[src/rhp_pkg.sv]
// Purpose: Constants for the root hub port state register bits, low and high half
// Assumes: One port, register reached by a simple word access port
// Notes: Change flags sit at their customary high-half positions
`default_nettype none
package rhp_pkg;
  localparam logic [7:0] ROOT_HUB_PORT_STATE_OFFSET = 8'h54;
  localparam int BIT_CONNECT = 0;
  localparam int BIT_ENABLE = 1;
  localparam int BIT_SUSPEND = 2;
  localparam int BIT_RESUME = 3;
  localparam int BIT_RESET = 4;
  localparam int BIT_CONNECT_CHG = 16;
  localparam int BIT_ENABLE_CHG = 17;
  localparam int BIT_SUSPEND_CHG = 18;
  localparam int BIT_RESET_CHG = 20;
  localparam logic RESET_VALUE_FLAG = 1'b0;
  // Resume and reset signalling durations in cycles at 100 MHz
  localparam int RESUME_TIME_US = 20000;
  localparam int RESET_TIME_US = 10000;
  localparam int CLOCK_MHZ = 100;
  localparam int RESUME_CYCLES = RESUME_TIME_US * CLOCK_MHZ;
  localparam int RESET_CYCLES = RESET_TIME_US * CLOCK_MHZ;
endpackage
`default_nettype wire

[src/rhp_port_status.sv]
// Purpose: Root hub port suspend, enable and connection status bits
// Assumes: Connect, fault and upstream resume inputs come from pins
// Notes: Change flags are cleared by writing 1 to them
// Functional notes
// A write of 1 to bit 2 on a connected, enabled port sets the suspended flag, read as bit 2.
// The suspended flag clears at the end of resume as the suspend change flag sets.
// A suspend write on a disconnected port sets the connect change flag instead.
// Reset completion or global resume also clears the suspended flag.
// An upstream resume from a suspended port is passed to the host controller.
// Bit 1 shows enable and the hub clears it on faults or disconnect.
// A hub-side disable sets the enable change flag.
// A write of 1 to bit 1 on a connected port sets enable.
// An enable write on a disconnected port sets the connect change flag instead.
// Reset or suspend completion sets the enable flag.
// Bit 0 shows the live connection.
// A write of 1 to bit 0 clears enable.
// No write changes the connection bit.
// A non-removable device makes bit 0 read 1.
// A write of 1 to bit 4 on a connected port starts reset until its completion.
// A write of 1 to bit 3 starts resume only while suspended.
// Change flags are sticky bits in the same register.
`default_nettype none
module rhp_port_status #(
  parameter int RESUME_COUNT = rhp_pkg::RESUME_CYCLES,
  parameter int RESET_COUNT = rhp_pkg::RESET_CYCLES
) (
  input wire logic clock,
  input wire logic resetn,
  input wire logic [7:0] reg_addr,
  input wire logic reg_write,
  input wire logic reg_read,
  input wire logic [31:0] reg_wdata,
  output logic [31:0] reg_rdata,
  input wire logic device_attach_pin,
  input wire logic overcurrent_pin,
  input wire logic upstream_resume_pin,
  input wire logic power_off,
  input wire logic bus_error,
  input wire logic global_resume_state,
  input wire logic removable_device_bitmap,
  output logic port_reset_signal,
  output logic port_resume_signal,
  output logic resume_to_controller
);
  logic attach_s1_reg;
  logic attach_reg;
  logic oc_s1_reg;
  logic oc_reg;
  logic rsm_s1_reg;
  logic rsm_reg;
  always_ff @(posedge clock or negedge resetn)
  begin
    if (!resetn)
    begin
      attach_s1_reg <= 1'b0;
      attach_reg <= 1'b0;
      oc_s1_reg <= 1'b0;
      oc_reg <= 1'b0;
      rsm_s1_reg <= 1'b0;
      rsm_reg <= 1'b0;
    end
    else
    begin
      attach_s1_reg <= device_attach_pin;
      attach_reg <= attach_s1_reg;
      oc_s1_reg <= overcurrent_pin;
      oc_reg <= oc_s1_reg;
      rsm_s1_reg <= upstream_resume_pin;
      rsm_reg <= rsm_s1_reg;
    end
  end

  ////////////////////////////////////////////////////////////////////////////
  // Only the one mapped word answers; every other address reads 0
  function automatic logic is_port_word(input logic [7:0] addr);
    return addr == rhp_pkg::ROOT_HUB_PORT_STATE_OFFSET;
  endfunction

  // Written bits act only when set; a 0 leaves its target alone
  function automatic logic cmd_bit(input logic [31:0] data, input int pos);
    return data[pos];
  endfunction

  logic hit;
  logic connected;
  logic attach_prev_reg;
  logic wr_connect;
  logic wr_enable;
  logic wr_suspend;
  logic wr_resume;
  logic wr_reset;
  logic port_enabled_flag;
  logic port_suspended_flag;
  logic port_reset_flag;
  logic resuming_reg;
  logic connect_change_flag;
  logic enable_change_flag;
  logic suspend_change_flag;
  logic reset_change_flag;
  logic [31:0] resume_count_reg;
  logic [31:0] reset_count_reg;
  logic start_resume;
  logic start_reset;
  logic resume_done;
  logic reset_done;
  logic hub_disable;
  assign hit = reg_write && is_port_word(reg_addr);
  assign connected = attach_reg || !removable_device_bitmap;
  assign wr_connect = hit && cmd_bit(reg_wdata, rhp_pkg::BIT_CONNECT);
  assign wr_enable = hit && cmd_bit(reg_wdata, rhp_pkg::BIT_ENABLE);
  assign wr_suspend = hit && cmd_bit(reg_wdata, rhp_pkg::BIT_SUSPEND);
  assign wr_resume = hit && cmd_bit(reg_wdata, rhp_pkg::BIT_RESUME);
  assign wr_reset = hit && cmd_bit(reg_wdata, rhp_pkg::BIT_RESET);
  assign start_reset = wr_reset && connected && !port_reset_flag;
  assign start_resume = wr_resume && port_suspended_flag && !resuming_reg && !port_reset_flag;
  assign resume_done = resuming_reg && (resume_count_reg == 32'h0);
  assign reset_done = port_reset_flag && (reset_count_reg == 32'h0);
  assign hub_disable = port_enabled_flag &&
    (oc_reg || !connected || power_off || bus_error);

  always_ff @(posedge clock or negedge resetn)
  begin
    if (!resetn)
      attach_prev_reg <= 1'b0;
    else
      attach_prev_reg <= connected;
  end

  // One counter per interval, so starting one never reloads the other
  always_ff @(posedge clock or negedge resetn)
  begin
    if (!resetn)
    begin
      reset_count_reg <= 32'h0;
    end
    else if (start_reset)
    begin
      reset_count_reg <= 32'(RESET_COUNT - 1);
    end
    else if (port_reset_flag && reset_count_reg != 32'h0)
    begin
      reset_count_reg <= reset_count_reg - 32'h1;
    end
  end

  always_ff @(posedge clock or negedge resetn)
  begin
    if (!resetn)
    begin
      resume_count_reg <= 32'h0;
    end
    else if (start_resume)
    begin
      resume_count_reg <= 32'(RESUME_COUNT - 1);
    end
    else if (resuming_reg && resume_count_reg != 32'h0)
    begin
      resume_count_reg <= resume_count_reg - 32'h1;
    end
  end

  ////////////////////////////////////////////////////////////////////////////
  always_ff @(posedge clock or negedge resetn)
  begin
    if (!resetn)
      port_reset_flag <= rhp_pkg::RESET_VALUE_FLAG;
    else if (reset_done)
      port_reset_flag <= 1'b0;
    else if (wr_reset && connected)
      port_reset_flag <= 1'b1;
  end

  always_ff @(posedge clock or negedge resetn)
  begin
    if (!resetn)
      resuming_reg <= 1'b0;
    else if (resume_done || reset_done || global_resume_state || !connected)
      resuming_reg <= 1'b0;
    else if (start_resume)
      resuming_reg <= 1'b1;
  end

  always_ff @(posedge clock or negedge resetn)
  begin
    if (!resetn)
      port_suspended_flag <= rhp_pkg::RESET_VALUE_FLAG;
    else if (resume_done)
      port_suspended_flag <= 1'b0;
    else if (reset_done || global_resume_state || !connected)
      port_suspended_flag <= 1'b0;
    else if (wr_suspend && connected && port_enabled_flag)
      port_suspended_flag <= 1'b1;
  end

  // Disable commands, and faults on an already enabled port, win over enabling in the same cycle
  always_ff @(posedge clock or negedge resetn)
  begin
    if (!resetn)
      port_enabled_flag <= rhp_pkg::RESET_VALUE_FLAG;
    else if (hub_disable)
      port_enabled_flag <= 1'b0;
    else if (wr_connect)
      port_enabled_flag <= 1'b0;
    else if (reset_done || resume_done)
      port_enabled_flag <= 1'b1;
    else if (wr_enable && connected)
      port_enabled_flag <= 1'b1;
  end

  ////////////////////////////////////////////////////////////////////////////
  // Sticky change flags: hardware set wins over a write-1 clear
  logic clr_connect_chg;
  logic clr_enable_chg;
  logic clr_suspend_chg;
  logic clr_reset_chg;
  logic set_connect_chg;
  assign clr_connect_chg = hit && cmd_bit(reg_wdata, rhp_pkg::BIT_CONNECT_CHG);
  assign clr_enable_chg = hit && cmd_bit(reg_wdata, rhp_pkg::BIT_ENABLE_CHG);
  assign clr_suspend_chg = hit && cmd_bit(reg_wdata, rhp_pkg::BIT_SUSPEND_CHG);
  assign clr_reset_chg = hit && cmd_bit(reg_wdata, rhp_pkg::BIT_RESET_CHG);
  assign set_connect_chg = (connected != attach_prev_reg) ||
    (!connected && (wr_suspend || wr_enable || wr_reset));

  always_ff @(posedge clock or negedge resetn)
  begin
    if (!resetn)
    begin
      connect_change_flag <= 1'b0;
    end
    else
    begin
      connect_change_flag <= set_connect_chg ||
        (connect_change_flag && !clr_connect_chg);
    end
  end

  always_ff @(posedge clock or negedge resetn)
  begin
    if (!resetn)
    begin
      enable_change_flag <= 1'b0;
    end
    else
    begin
      enable_change_flag <= hub_disable ||
        (enable_change_flag && !clr_enable_chg);
    end
  end

  always_ff @(posedge clock or negedge resetn)
  begin
    if (!resetn)
    begin
      suspend_change_flag <= 1'b0;
    end
    else
    begin
      suspend_change_flag <= resume_done ||
        (suspend_change_flag && !clr_suspend_chg);
    end
  end

  always_ff @(posedge clock or negedge resetn)
  begin
    if (!resetn)
    begin
      reset_change_flag <= 1'b0;
    end
    else
    begin
      reset_change_flag <= reset_done ||
        (reset_change_flag && !clr_reset_chg);
    end
  end

  ////////////////////////////////////////////////////////////////////////////
  always_ff @(posedge clock or negedge resetn)
  begin
    if (!resetn)
      resume_to_controller <= 1'b0;
    else
      resume_to_controller <= rsm_reg && port_suspended_flag;
  end

  assign port_reset_signal = port_reset_flag;
  assign port_resume_signal = resuming_reg;

  // Writes never reach the connection bit; it is rebuilt from the pin
  logic [31:0] rdata_next;
  always_comb
  begin
    rdata_next = 32'h0;
    rdata_next[rhp_pkg::BIT_CONNECT] = connected;
    rdata_next[rhp_pkg::BIT_ENABLE] = port_enabled_flag;
    rdata_next[rhp_pkg::BIT_SUSPEND] = port_suspended_flag;
    rdata_next[rhp_pkg::BIT_RESET] = port_reset_flag;
    rdata_next[rhp_pkg::BIT_CONNECT_CHG] = connect_change_flag;
    rdata_next[rhp_pkg::BIT_ENABLE_CHG] = enable_change_flag;
    rdata_next[rhp_pkg::BIT_SUSPEND_CHG] = suspend_change_flag;
    rdata_next[rhp_pkg::BIT_RESET_CHG] = reset_change_flag;
  end

  always_ff @(posedge clock or negedge resetn)
  begin
    if (!resetn)
    begin
      reg_rdata <= 32'h0;
    end
    else if (reg_read && is_port_word(reg_addr))
    begin
      reg_rdata <= rdata_next;
    end
    else
    begin
      reg_rdata <= 32'h0;
    end
  end
endmodule
`default_nettype wire

[config.mk]
export PLATFORM = sky130hd
export DESIGN_NAME = rhp_port_status
export DESIGN_NICKNAME = d
export VERILOG_FILES = /design/src/rhp_pkg.sv /design/src/rhp_port_status.sv
export SDC_FILE = /design/constraint.sdc
export NUM_CORES = 1
export LEC_CHECK = 0
export ABC_AREA = 0
export ABC_CLOCK_PERIOD_IN_PS = 4700
export BUFFER_PORTS_ARGS = -buffer_cell sky130_fd_sc_hd__buf_2
export CELL_PAD_IN_SITES_DETAIL_PLACEMENT = 2
export CELL_PAD_IN_SITES_GLOBAL_PLACEMENT = 2
export CORE_ASPECT_RATIO = 1.4
export CORE_UTILIZATION = 37
export CTS_BUF_LIST = sky130_fd_sc_hd__clkbuf_16
export CTS_CLUSTER_DIAMETER = 40
export DETAILED_ROUTE_END_ITERATION = 6
export HOLD_SLACK_MARGIN = 0.1
export PLACE_DENSITY_LB_ADDON = 0.1
export SYNTH_ARGS = -nofsm -noshare
export SYNTH_HDL_FRONTEND = slang
export SYNTH_SLANG_ARGS = --single-unit
[constraint.sdc]
create_clock -name clock -period 4.7 [get_ports clock]
set_input_delay 0.235 -clock clock [delete_from_list [all_inputs] [get_ports clock]]
set_output_delay 0.235 -clock clock [all_outputs]
set_load 0.01 [all_outputs]
==> results of run 1 <==
cell usage in the layout, fill, tap and decap left out, types with 14 or more instances in the layout:
| master | synthesis | routed |
|---|---|---|
| sky130_fd_sc_hd__nand3_1 | 14 | 14 |
| sky130_fd_sc_hd__dfrtp_1 | 88 | 88 |
| sky130_fd_sc_hd__buf_2 | 2 | 37 |
| sky130_fd_sc_hd__nor2_1 | 36 | 36 |
| sky130_fd_sc_hd__nand2_1 | 35 | 35 |
| sky130_fd_sc_hd__o21ai_0 | 17 | 17 |
| sky130_fd_sc_hd__nor4_1 | 17 | 16 |
| sky130_fd_sc_hd__conb_1 | 1 | 24 |
| sky130_fd_sc_hd__nor3_1 | 24 | 24 |
critical path: cells and delay by family, from the launching register on:
kind | cells | cell delay, ns
flip-flops | 1 | 0.41
AND/OR/NAND/NOR | 3 | 1.18
AO/OA/AOI/OAI | 1 | 0.85
buffers and inverters | 1 | 0.09
multiplexers | 1 | 0.16
adder cells (fa/ha/maj) | 1 | 0.25
through the flow:
step | instances | hold slack, ns | util
floorplan | 484 | -0.0606 | -
global placement | 629 | 0.313 | 0.400
detailed placement | 629 | 0.327 | 0.400
CTS | 651 | 0.171 | 0.430
global route | 651 | 0.192 | 0.430
finish | 651 | 0.168 | 0.430
how the worst max path moves through the flow:
stage,start,endpoint,slack [ns],cells after the start
floorplan,reset_count_reg[13],reset_count_reg[8],2.13,6
global placement,resume_count_reg[0],resume_count_reg[7],1.75,7
CTS,resume_count_reg[0],resume_count_reg[7],1.55,7
finish,resume_count_reg[0],resume_count_reg[3],1.62,7
global route,resume_count_reg[0],resume_count_reg[7],1.37,7
detailed placement,resume_count_reg[0],resume_count_reg[7],1.61,7
routing by layer:
metal / track usage / up-vias / share of wire / wire length, um
met4: 0.0846 / 0 / 0.020 / 252
li1: - / 1752 / - / -
met3: 0.0223 / 21 / 0.013 / 166
met5: 0 / - / 0 / 0
met2: 0.399 / 39 / 0.57 / 7050
met1: 0.238 / 1965 / 0.40 / 4970
final cells by class:
type	instances	area, um2
tap	147	184
fill	1315	6770
clock inverter	7	73.8
timing repair buffer	48	283
sequential	88	2200
inverter	10	37.5
clock buffer	9	225
multi-input combinational	342	2100
kinds of logic (layout without fill, tap and decap cells):
kind of cell / after synthesis / after routing / share of synthesized area
fa+ha+maj: 2 / 2 / 0.00550
other cells: 1 / 24 / 0.000825
simple gates: 197 / 197 / 0.237
compound gates: 92 / 92 / 0.143
buf+inv: 54 / 74 / 0.0735
mux: 13 / 13 / 0.0286
flops: 88 / 88 / 0.484
xor+xnor: 14 / 14 / 0.0270
power by group through the flow:
stage	Combinational, uW	Clock [uW]	Sequential, uW
after floorplan	34.3	0	781
after global placement	51.2	0	782
after detailed placement	53.3	0	783
after CTS	57.9	750	768
after global routing	64.9	772	769
final	56.9	720	769
==> impl_table.tex, run 1 <==
\begin{tabular}{lr}
\hline
Metric & Value \\
\hline
\multicolumn{2}{l}{\textbf{CTS}} \\
\quad Buffer depth of the longest clock path & 2 \\
\quad Later-pin clock latency in the skew report & 0.34 ns \\
\quad CTS clk-pin slew, worst paths & 0.07 ns \\
\quad Clock Tree Root & sky130\_fd\_sc\_hd\_\_clkbuf\_16 \\
\quad Setup fix buffers added after clock tree synthesis & 0 \\
\quad Cts repair resizes & 0 \\
\quad Clock tree from TritonCTS & done \\
\quad H-tree depth & 3 \\
\quad Hold buffer count at cts & 6 \\
\quad CTS Buf Count & 9 \\
\quad Total clock sinks & 88 \\
\multicolumn{2}{l}{\textbf{Setup path}} \\
\quad Critical path launch point type & flip-flop \\
\quad Required time worst endpoint & 4.91 ns \\
\quad Worst path max stage delay & 0.85 ns \\
\quad Critical Setup Path Class & reg2reg \\
\quad Slowest library cell on the worst path & sky130\_fd\_sc\_hd\_\_o31ai\_1 \\
\quad Worst reg2reg setup slack & 1.62 ns \\
\quad R2r worst-path depth & 7 \\
\quad Arrival time at the worst endpoint & 3.29 ns \\
\quad Max Fanout on Critical Path & 9 \\
\quad Reg-to-Reg Start & resume\_count\_reg[0] \\
\quad Cells along the critical path & inv\_1, ha\_1, nor4b\_1, nand3\_1, o31ai\_1, nor4\_1, mux2i\_1 \\
\quad Critical Path End Type & flip-flop \\
\quad Worst reg2reg endpoint & resume\_count\_reg[3] \\
\multicolumn{2}{l}{\textbf{Run}} \\
\quad Number of max-cap violations & 0 \\
\multicolumn{2}{l}{\textbf{Yosys}} \\
\quad Total of warnings raised by yosys & 0 \\
\quad Leading post-synthesis cells by instance count & sky130\_fd\_sc\_hd\_\_dfrtp\_1, sky130\_fd\_sc\_hd\_\_nor2\_1, sky130\_fd\_sc\_hd\_\_nand2\_1 \\
\quad Cell variety after synth & 61 \\
\quad Count of flip-flops with a built-in enable after synthesis & 0 \\
\quad Synth Flop Type & sky130\_fd\_sc\_hd\_\_dfrtp\_1 \\
\quad Leading area contributor after synthesis & sky130\_fd\_sc\_hd\_\_dfrtp\_1 \\
\quad Area share of the largest cell type after synthesis & 0.484 \\
\quad Number of flip-flops and latches in the synthesized netlist & 88 \\
\quad Top cells by area, synth & sky130\_fd\_sc\_hd\_\_dfrtp\_1, sky130\_fd\_sc\_hd\_\_buf\_4, sky130\_fd\_sc\_hd\_\_nor2\_1 \\
\quad Sequential cell area fraction in the yosys report & 0.484 \\
\quad Async set or reset register ratio after synthesis & 1.00 \\
\quad Mean Syn Cell Area & 9.86 um2 \\
\quad Dominant cell by count in the synthesized netlist & sky130\_fd\_sc\_hd\_\_dfrtp\_1 \\
\quad Number of standard cells after synthesis & 461 \\
\quad Cell Area, Synth & 0.00455 mm2 \\
\multicolumn{2}{l}{\textbf{Timing}} \\
\quad Setup Skew & 0.0102 ns \\
\quad Worst max-slew margin expressed relative to the limit & 0.313 \\
\quad Setup repair after global routing missed its margin & false \\
\quad Setup TNS & 0 ns \\
\quad Maximum clock rate & 325 MHz \\
\quad Transition time at the pin with the least slew margin & 1.02 ns \\
\quad Post-route setup slack & 1.62 ns \\
\quad Final critical path time including I/O delays and setup & 3.08 ns \\
\quad Final Hold Fails & 0 \\
\quad Final setup violation count & 0 \\
\quad Slew Limit Fails & 0 \\
\quad Tcrit/Tclk final & 0.655 \\
\multicolumn{2}{l}{\textbf{Worst hold path}} \\
\quad Worst Hold End & reset\_change\_flag \\
\quad Class of the most critical hold timing path & in2reg \\
\quad WHS Path Cells & 4 \\
\quad Hold Path Origin & reg\_wdata[20] \\
\multicolumn{2}{l}{\textbf{Global route}} \\
\quad GRT Residual Overflow & 0 \\
\quad Pin count of the biggest net entering global routing & 50 \\
\quad Number of global-route vias before repair & 4182 \\
\quad Global Route Usage Sum & 0.212 \\
\quad Global-route wire length before repair & 20800 um \\
\quad Initial antenna violation count & 0 \\
\multicolumn{2}{l}{\textbf{Place}} \\
\quad Placed cell area & 0.00475 mm2 \\
\quad Post-detail-place hpwl & 8540 um \\
\quad Routability congestion estimate & 0.723 \\
\quad Setup WS pre-CTS & 1.61 ns \\
\quad Count of input and output buffers & 38 \\
\multicolumn{2}{l}{\textbf{Die}} \\
\quad IO Pins & 86 \\
\quad Initial Utilization & 0.383 \\
\quad Floorplan core area & 0.0119 mm2 \\
\quad Floorplan die width & 95.7 um \\
\quad Die outline height & 133 um \\
\quad Row Count & 47 \\
\quad Die area & 0.0127 mm2 \\
\multicolumn{2}{l}{\textbf{Finish}} \\
\quad Fraction of final layout cells with drive strength greater than 1 & 0.139 \\
\quad Inserted Diodes & 0 \\
\quad Final standard cell area without fillers & 0.00511 mm2 \\
\quad Number of nets in the final layout & 552 \\
\quad P\&R area growth vs syn & 12.4\% \\
\multicolumn{2}{l}{\textbf{Pwr}} \\
\quad Sw power & 352 uW \\
\quad Internal power & 1190 uW \\
\quad Maximum VDD drop & 0.000157 V \\
\quad Fraction of power spent switching nets & 0.228 \\
\quad Clock share of power & 0.466 \\
\quad Power density over the cells & 303 mW/mm2 \\
\quad Leakage Power & 0.00197 uW \\
\quad Part of the total power dissipated in sequential elements & 0.498 \\
\quad Proportion of power drawn by combinational gates & 0.037 \\
\quad Total power & 1550 uW \\
\multicolumn{2}{l}{\textbf{Outcome}} \\
\quad Status & finished clean \\
\multicolumn{2}{l}{\textbf{Routing}} \\
\quad Vias per std cell & 5.80 \\
\quad Total number of vias & 3777 \\
\quad \# DRC & 0 \\
\quad First drt pass iteration count & 4 \\
\quad Average wire per cell in the routed design & 19.1 um \\
\quad DRC violation total after the first TritonRoute iteration & 101 \\
\quad Detail Route Antenna Nets & 0 \\
\quad Total Wirelength & 12400 um \\
\hline
\end{tabular}
Note: power is estimated with default switching activity, not from simulation.
==> run 2, diff against run 1 <==
Settings changed: ABC_CLOCK_PERIOD_IN_PS 4700 to 2500, CORE_UTILIZATION 37 to 31.
Clock period 4.7 ns to 2.5 ns, I/O delays scaled along.
==> run 2 against run 1 <==
  * Worst setup slack got worse by 1.6 ns
  * Fmax increased by 25%
  * Register-to-register slack lost 1.6 ns
  * Critical endpoint is now reset_count_reg[25]
  * Sequential power up 87%
  * Sequential share of layout area decreased by 4.0 points
  * Final area is 10% higher
  * Clock-buffer cell count unchanged
  * Clock power increased by 92%
  * Flip-flop and latch count unchanged
  * First-iteration DRC count fell by 41%
==> impl_table.tex, run 2 (synthesis gave the netlist of run 1 again) <==
\begin{tabular}{lr}
\hline
Metric & Value \\
\hline
\multicolumn{2}{l}{\textbf{Timing}} \\
\quad Tcrit/Tclk final & 0.986 \\
\quad Final setup violation count & 0 \\
\quad Setup Skew & 0.00876 ns \\
\quad Transition time at the pin with the least slew margin & 0.638 ns \\
\quad Worst max-slew margin expressed relative to the limit & 0.575 \\
\quad Slew Limit Fails & 0 \\
\quad Hold slack & 0.126 ns \\
\quad Final Hold Fails & 0 \\
\quad Post-route setup slack & 0.0340 ns \\
\quad Maximum clock rate & 406 MHz \\
\quad Final critical path time including I/O delays and setup & 2.47 ns \\
\quad Setup repair after global routing missed its margin & true \\
\multicolumn{2}{l}{\textbf{Pwr}} \\
\quad Fraction of power spent switching nets & 0.235 \\
\quad Maximum VDD drop & 0.000238 V \\
\quad Sw power & 692 uW \\
\quad Power density over the cells & 523 mW/mm2 \\
\quad Internal power & 2260 uW \\
\quad Part of the total power dissipated in sequential elements & 0.490 \\
\quad Leakage Power & 0.00223 uW \\
\quad Proportion of power drawn by combinational gates & 0.041 \\
\quad Clock share of power & 0.469 \\
\multicolumn{2}{l}{\textbf{Worst hold path}} \\
\quad WHS Path Cells & 3 \\
\quad Class of the most critical hold timing path & in2reg \\
\multicolumn{2}{l}{\textbf{Global route}} \\
\quad Global-route wire length before repair & 22200 um \\
\quad Initial antenna violation count & 0 \\
\quad Number of global-route vias before repair & 4375 \\
\quad Pin count of the biggest net entering global routing & 47 \\
\quad GRT Residual Overflow & 0 \\
\quad Global Route Usage Sum & 0.186 \\
\multicolumn{2}{l}{\textbf{Routing}} \\
\quad Total number of vias & 3880 \\
\quad DRC violation total after the first TritonRoute iteration & 60 \\
\quad Average wire per cell in the routed design & 17.8 um \\
\quad Total Wirelength & 13200 um \\
\quad \# DRC & 0 \\
\quad First drt pass iteration count & 3 \\
\quad Vias per std cell & 5.25 \\
\quad Detail Route Antenna Nets & 0 \\
\multicolumn{2}{l}{\textbf{Finish}} \\
\quad Number of nets in the final layout & 598 \\
\quad Final instance count without filler cells & 739 \\
\quad Final standard cell area without fillers & 0.00563 mm2 \\
\quad Commonest non-fill, non-tap cells in the layout & sky130\_fd\_sc\_hd\_\_dfrtp\_1, sky130\_fd\_sc\_hd\_\_buf\_4, sky130\_fd\_sc\_hd\_\_buf\_2 \\
\quad P\&R area growth vs syn & 23.9\% \\
\quad Fraction of final layout cells with drive strength greater than 1 & 0.225 \\
\quad Commonest non-fill, non-tap cell in the layout & sky130\_fd\_sc\_hd\_\_dfrtp\_1 \\
\quad Final core utilization & 0.392 \\
\quad Inserted Diodes & 0 \\
\multicolumn{2}{l}{\textbf{Setup path}} \\
\quad Reg-to-Reg Start & reset\_count\_reg[15] \\
\quad R2r worst-path depth & 5 \\
\quad Critical Path End Type & flip-flop \\
\quad Worst reg2reg setup slack & 0.03 ns \\
\quad Max Fanout on Critical Path & 10 \\
\quad Required time worst endpoint & 2.78 ns \\
\quad Critical Setup Path Class & reg2reg \\
\quad Arrival time at the worst endpoint & 2.75 ns \\
\quad Worst setup startpoint & reset\_count\_reg[15] \\
\quad Critical path launch point type & flip-flop \\
\quad Last element of the critical path & reset\_count\_reg[25] \\
\quad Worst reg2reg endpoint & reset\_count\_reg[25] \\
\multicolumn{2}{l}{\textbf{Place}} \\
\quad Setup WS pre-CTS & -0.0687 ns \\
\quad Post-detail-place hpwl & 9310 um \\
\quad Routability congestion estimate & 0.741 \\
\quad Inst Count DP & 709 \\
\quad Count of input and output buffers & 38 \\
\quad Placed cell area & 0.00511 mm2 \\
\multicolumn{2}{l}{\textbf{CTS}} \\
\quad Clock tree from TritonCTS & done \\
\quad Later-pin clock latency in the skew report & 0.36 ns \\
\quad Total clock sinks & 88 \\
\quad Buffer depth of the longest clock path & 2 \\
\quad Clock Tree Root & sky130\_fd\_sc\_hd\_\_clkbuf\_16 \\
\quad CTS Buf Count & 9 \\
\quad H-tree depth & 3 \\
\quad CTS clk-pin slew, worst paths & 0.07 ns \\
\multicolumn{2}{l}{\textbf{Die}} \\
\quad Row Count & 52 \\
\quad Initial Utilization & 0.316 \\
\quad Floorplan die width & 104 um \\
\quad Floorplan core area & 0.0144 mm2 \\
\quad IO Pins & 86 \\
\quad Die outline height & 145 um \\
\quad Die area & 0.0152 mm2 \\
\multicolumn{2}{l}{\textbf{Outcome}} \\
\quad Status & finished clean \\
\multicolumn{2}{l}{\textbf{Run}} \\
\quad Number of max-cap violations & 0 \\
\hline
\end{tabular}
run 2: cell count changes in the layout (fill, tap and decap cells not counted), sizes merged:
cell and change:
buf +41, dlygate4sd3 +5
run 2: critical path, stage by stage, from the launching register on:
cell                      delay (ns)
sky130_fd_sc_hd__dfrtp_1        0.39
sky130_fd_sc_hd__or4_4          0.54
sky130_fd_sc_hd__or4_4          0.50
sky130_fd_sc_hd__a211o_4        0.39
sky130_fd_sc_hd__or4_4          0.43
sky130_fd_sc_hd__a21oi_2        0.14
run 2: stage by stage:
| stage | setup TNS (ns) | total power [uW] |
|---|---|---|
| 2_1_floorplan | -0.0554 | 1530 |
| 4_1_cts | 0 | 3000 |
| 6_report | 0 | 2950 |
| 5_1_grt | -0.0638 | 3050 |
| 3_5_place_dp | -0.0933 | 1580 |
| 3_3_place_gp | 0 | 1580 |
run 2: what timing repair did:
action                                 4_1_cts  5_1_grt
setup endpoints to repair                    6       12
endpoints found under the hold margin       52        0
buffers inserted                             0        3
gates resized for setup                      6       13
pin swaps                                    1        2
hold buffers                                11        0
run 2: area by class of cell:
class	instances	area, um2
clock inverter	7	70.1
multi-input combinational	342	2200
inverter	10	37.5
tap	189	236
timing repair buffer	94	657
sequential	88	2200
clock buffer	9	225
fill	1564	8750
run 2: worst min path at each step:
| stage | from | to | slack [ns] |
|---|---|---|---|
| 2_1_floorplan | resetn | attach_prev_reg | -0.17 |
| 3_3_place_gp | resetn | reg_rdata[17] | 0.17 |
| 3_5_place_dp | resetn | reg_rdata[17] | 0.17 |
| 4_1_cts | power_off | port_enabled_flag | 0.10 |
| 5_1_grt | power_off | port_enabled_flag | 0.14 |
| 6_report | power_off | port_enabled_flag | 0.13 |
run 2: power by group through the flow:
stage                     registers (uW)  clock network (uW)  logic, uW
after global placement              1470                   0        105
after CTS                           1440                1430        122
final                               1440                1380        121
after detailed placement            1470                   0        108
after global routing                1440                1470        137
after floorplan                     1470                   0       64.6
run 2: routing by layer:
metal / global-route usage / vias up / wire, um
met5: 0 / - / 0
met1: 0.204 / 2003 / 5320
met3: 0.0189 / 15 / 152
met4: 0.0821 / 0 / 247
li1: - / 1836 / -
met2: 0.356 / 26 / 7470
==> run 3, diff against run 2 <==
Settings changed: RECOVER_POWER from default to 25.
==> run 3 against run 2 <==
  * Die area is the same
  * Final cell count is the same
  * Critical path depth is the same
  * Sequential power is essentially flat
  * Final area is essentially flat
  * Non-clock buffer count is the same
  * Clock power is essentially flat
  * Worst setup slack is the same
  * Global-route usage is the same
  * Fmax is the same
  * Combinational power is essentially flat
  * Largest power group unchanged
==> impl_table.tex, run 3 (synthesis gave the netlist of run 1 again) <==
\begin{tabular}{lr}
\hline
Metric & Value \\
\hline
\multicolumn{2}{l}{\textbf{Timing}} \\
\quad Maximum clock rate & 406 MHz \\
\quad Post-route setup slack & 0.0340 ns \\
\quad Slew Limit Fails & 0 \\
\quad Worst max-slew margin expressed relative to the limit & 0.245 \\
\quad Setup repair after global routing missed its margin & true \\
\quad Setup Skew & 0.00876 ns \\
\quad Tcrit/Tclk final & 0.986 \\
\quad Final Hold Fails & 0 \\
\quad Final critical path time including I/O delays and setup & 2.47 ns \\
\quad Final setup violation count & 0 \\
\quad Transition time at the pin with the least slew margin & 1.13 ns \\
\multicolumn{2}{l}{\textbf{CTS}} \\
\quad Clock tree from TritonCTS & done \\
\quad Later-pin clock latency in the skew report & 0.36 ns \\
\quad Clock Tree Root & sky130\_fd\_sc\_hd\_\_clkbuf\_16 \\
\quad CTS clk-pin slew, worst paths & 0.07 ns \\
\quad CTS Buf Count & 9 \\
\quad Buffer depth of the longest clock path & 2 \\
\quad Total clock sinks & 88 \\
\quad H-tree depth & 3 \\
\multicolumn{2}{l}{\textbf{Outcome}} \\
\quad Status & finished clean \\
\multicolumn{2}{l}{\textbf{Die}} \\
\quad Initial Utilization & 0.316 \\
\quad Floorplan core area & 0.0144 mm2 \\
\quad Die outline height & 145 um \\
\quad Floorplan die width & 104 um \\
\quad Row Count & 52 \\
\quad Die area & 0.0152 mm2 \\
\quad IO Pins & 86 \\
\multicolumn{2}{l}{\textbf{Routing}} \\
\quad Vias per std cell & 5.25 \\
\quad Average wire per cell in the routed design & 17.8 um \\
\quad Total number of vias & 3880 \\
\quad \# DRC & 0 \\
\quad Detail Route Antenna Nets & 0 \\
\quad First drt pass iteration count & 3 \\
\quad Total Wirelength & 13200 um \\
\quad DRC violation total after the first TritonRoute iteration & 60 \\
\multicolumn{2}{l}{\textbf{Pwr}} \\
\quad Power density over the cells & 523 mW/mm2 \\
\quad Leakage Power & 0.00223 uW \\
\quad Maximum VDD drop & 0.000238 V \\
\multicolumn{2}{l}{\textbf{Setup path}} \\
\quad Worst reg2reg endpoint & reset\_count\_reg[25] \\
\quad Worst reg2reg setup slack & 0.03 ns \\
\quad Critical Setup Path Class & reg2reg \\
\quad Reg-to-Reg Start & reset\_count\_reg[15] \\
\quad Last element of the critical path & reset\_count\_reg[25] \\
\quad Arrival time at the worst endpoint & 2.75 ns \\
\quad Worst setup startpoint & reset\_count\_reg[15] \\
\quad Max Fanout on Critical Path & 10 \\
\quad R2r worst-path depth & 5 \\
\quad Critical path launch point type & flip-flop \\
\quad Required time worst endpoint & 2.78 ns \\
\quad Critical Path End Type & flip-flop \\
\multicolumn{2}{l}{\textbf{Run}} \\
\quad Number of max-cap violations & 0 \\
\multicolumn{2}{l}{\textbf{Global route}} \\
\quad Pin count of the biggest net entering global routing & 47 \\
\quad GRT Residual Overflow & 0 \\
\quad Number of global-route vias before repair & 4375 \\
\quad Global-route wire length before repair & 22200 um \\
\quad Global Route Usage Sum & 0.186 \\
\quad Initial antenna violation count & 0 \\
\multicolumn{2}{l}{\textbf{Place}} \\
\quad Placed cell area & 0.00511 mm2 \\
\quad Count of input and output buffers & 38 \\
\quad Post-detail-place hpwl & 9310 um \\
\quad Setup WS pre-CTS & -0.0687 ns \\
\quad Routability congestion estimate & 0.741 \\
\quad Inst Count DP & 709 \\
\multicolumn{2}{l}{\textbf{Finish}} \\
\quad Number of nets in the final layout & 598 \\
\quad Final standard cell area without fillers & 0.00563 mm2 \\
\quad Commonest non-fill, non-tap cells in the layout & sky130\_fd\_sc\_hd\_\_dfrtp\_1, sky130\_fd\_sc\_hd\_\_buf\_4, sky130\_fd\_sc\_hd\_\_buf\_2 \\
\quad Commonest non-fill, non-tap cell in the layout & sky130\_fd\_sc\_hd\_\_dfrtp\_1 \\
\quad Inserted Diodes & 0 \\
\quad Final instance count without filler cells & 739 \\
\quad Fraction of final layout cells with drive strength greater than 1 & 0.225 \\
\quad P\&R area growth vs syn & 23.8\% \\
\quad Final core utilization & 0.391 \\
\multicolumn{2}{l}{\textbf{Worst hold path}} \\
\quad Class of the most critical hold timing path & in2reg \\
\hline
\end{tabular}
## run 3: cell type report
class                           count  area, um2
Clock buffer                        9        225
Clock inverter                      7       70.1
Fill cell                        1565       8750
Inverter                           10       37.5
Multi-Input combinational cell    342       2200
Sequential cell                    88       2200
Tap cell                          189        236
Timing Repair Buffer               94        654
## run 3: metal layers
| layer | wire [um] | track usage | vias to the layer above | share of wire |
|---|---|---|---|---|
| li1 | - | - | 1836 | - |
| met1 | 5320 | 0.204 | 2003 | 0.40 |
| met2 | 7470 | 0.356 | 26 | 0.57 |
| met3 | 152 | 0.0189 | 15 | 0.012 |
| met4 | 247 | 0.0821 | 0 | 0.019 |
| met5 | 0 | 0 | - | 0 |
## run 3: where the power goes
part / total [uW] / internal, uW / switching, uW / leakage, uW
sequential: 1440 / 1440 / 7.76 / 0.000963
combinational: 121 / 45.8 / 75.1 / 0.00113
clock: 1380 / 773 / 609 / 0.000135
total: 2950 / 2250 / 692 / 0.00223
## run 3: repair_timing
action	in CTS	in global routing
setup endpoints to repair	6	12
resized for setup	6	13
hold buffers	11	0
pin swaps	1	2
endpoints found under the hold margin	52	0
buffers inserted	0	3
## run 3: worst min path at each step
stage	cells after the start	endpoint	from	slack, ns
CTS	3	port_enabled_flag	power_off	0.10
finish	3	port_enabled_flag	power_off	0.13
global route	3	port_enabled_flag	power_off	0.14
global placement	1	reg_rdata[17]	resetn	0.17
floorplan	0	attach_prev_reg	resetn	-0.17
detailed placement	1	reg_rdata[17]	resetn	0.17
## run 3: stage by stage
step                hold slack, ns  setup TNS, ns  total power, uW
global placement             0.165              0             1580
global route                 0.141        -0.0638             3050
CTS                          0.103              0             3000
floorplan                   -0.171        -0.0554             1530
detailed placement           0.168        -0.0933             1580
finish                       0.126              0             2950
## run 3: critical path, cell delays in order (launching register included)
cell                      delay, ns
sky130_fd_sc_hd__dfrtp_1       0.39
sky130_fd_sc_hd__or4_4         0.54
sky130_fd_sc_hd__or4_4         0.50
sky130_fd_sc_hd__a211o_4       0.39
sky130_fd_sc_hd__or4_4         0.43
sky130_fd_sc_hd__a21oi_2       0.14
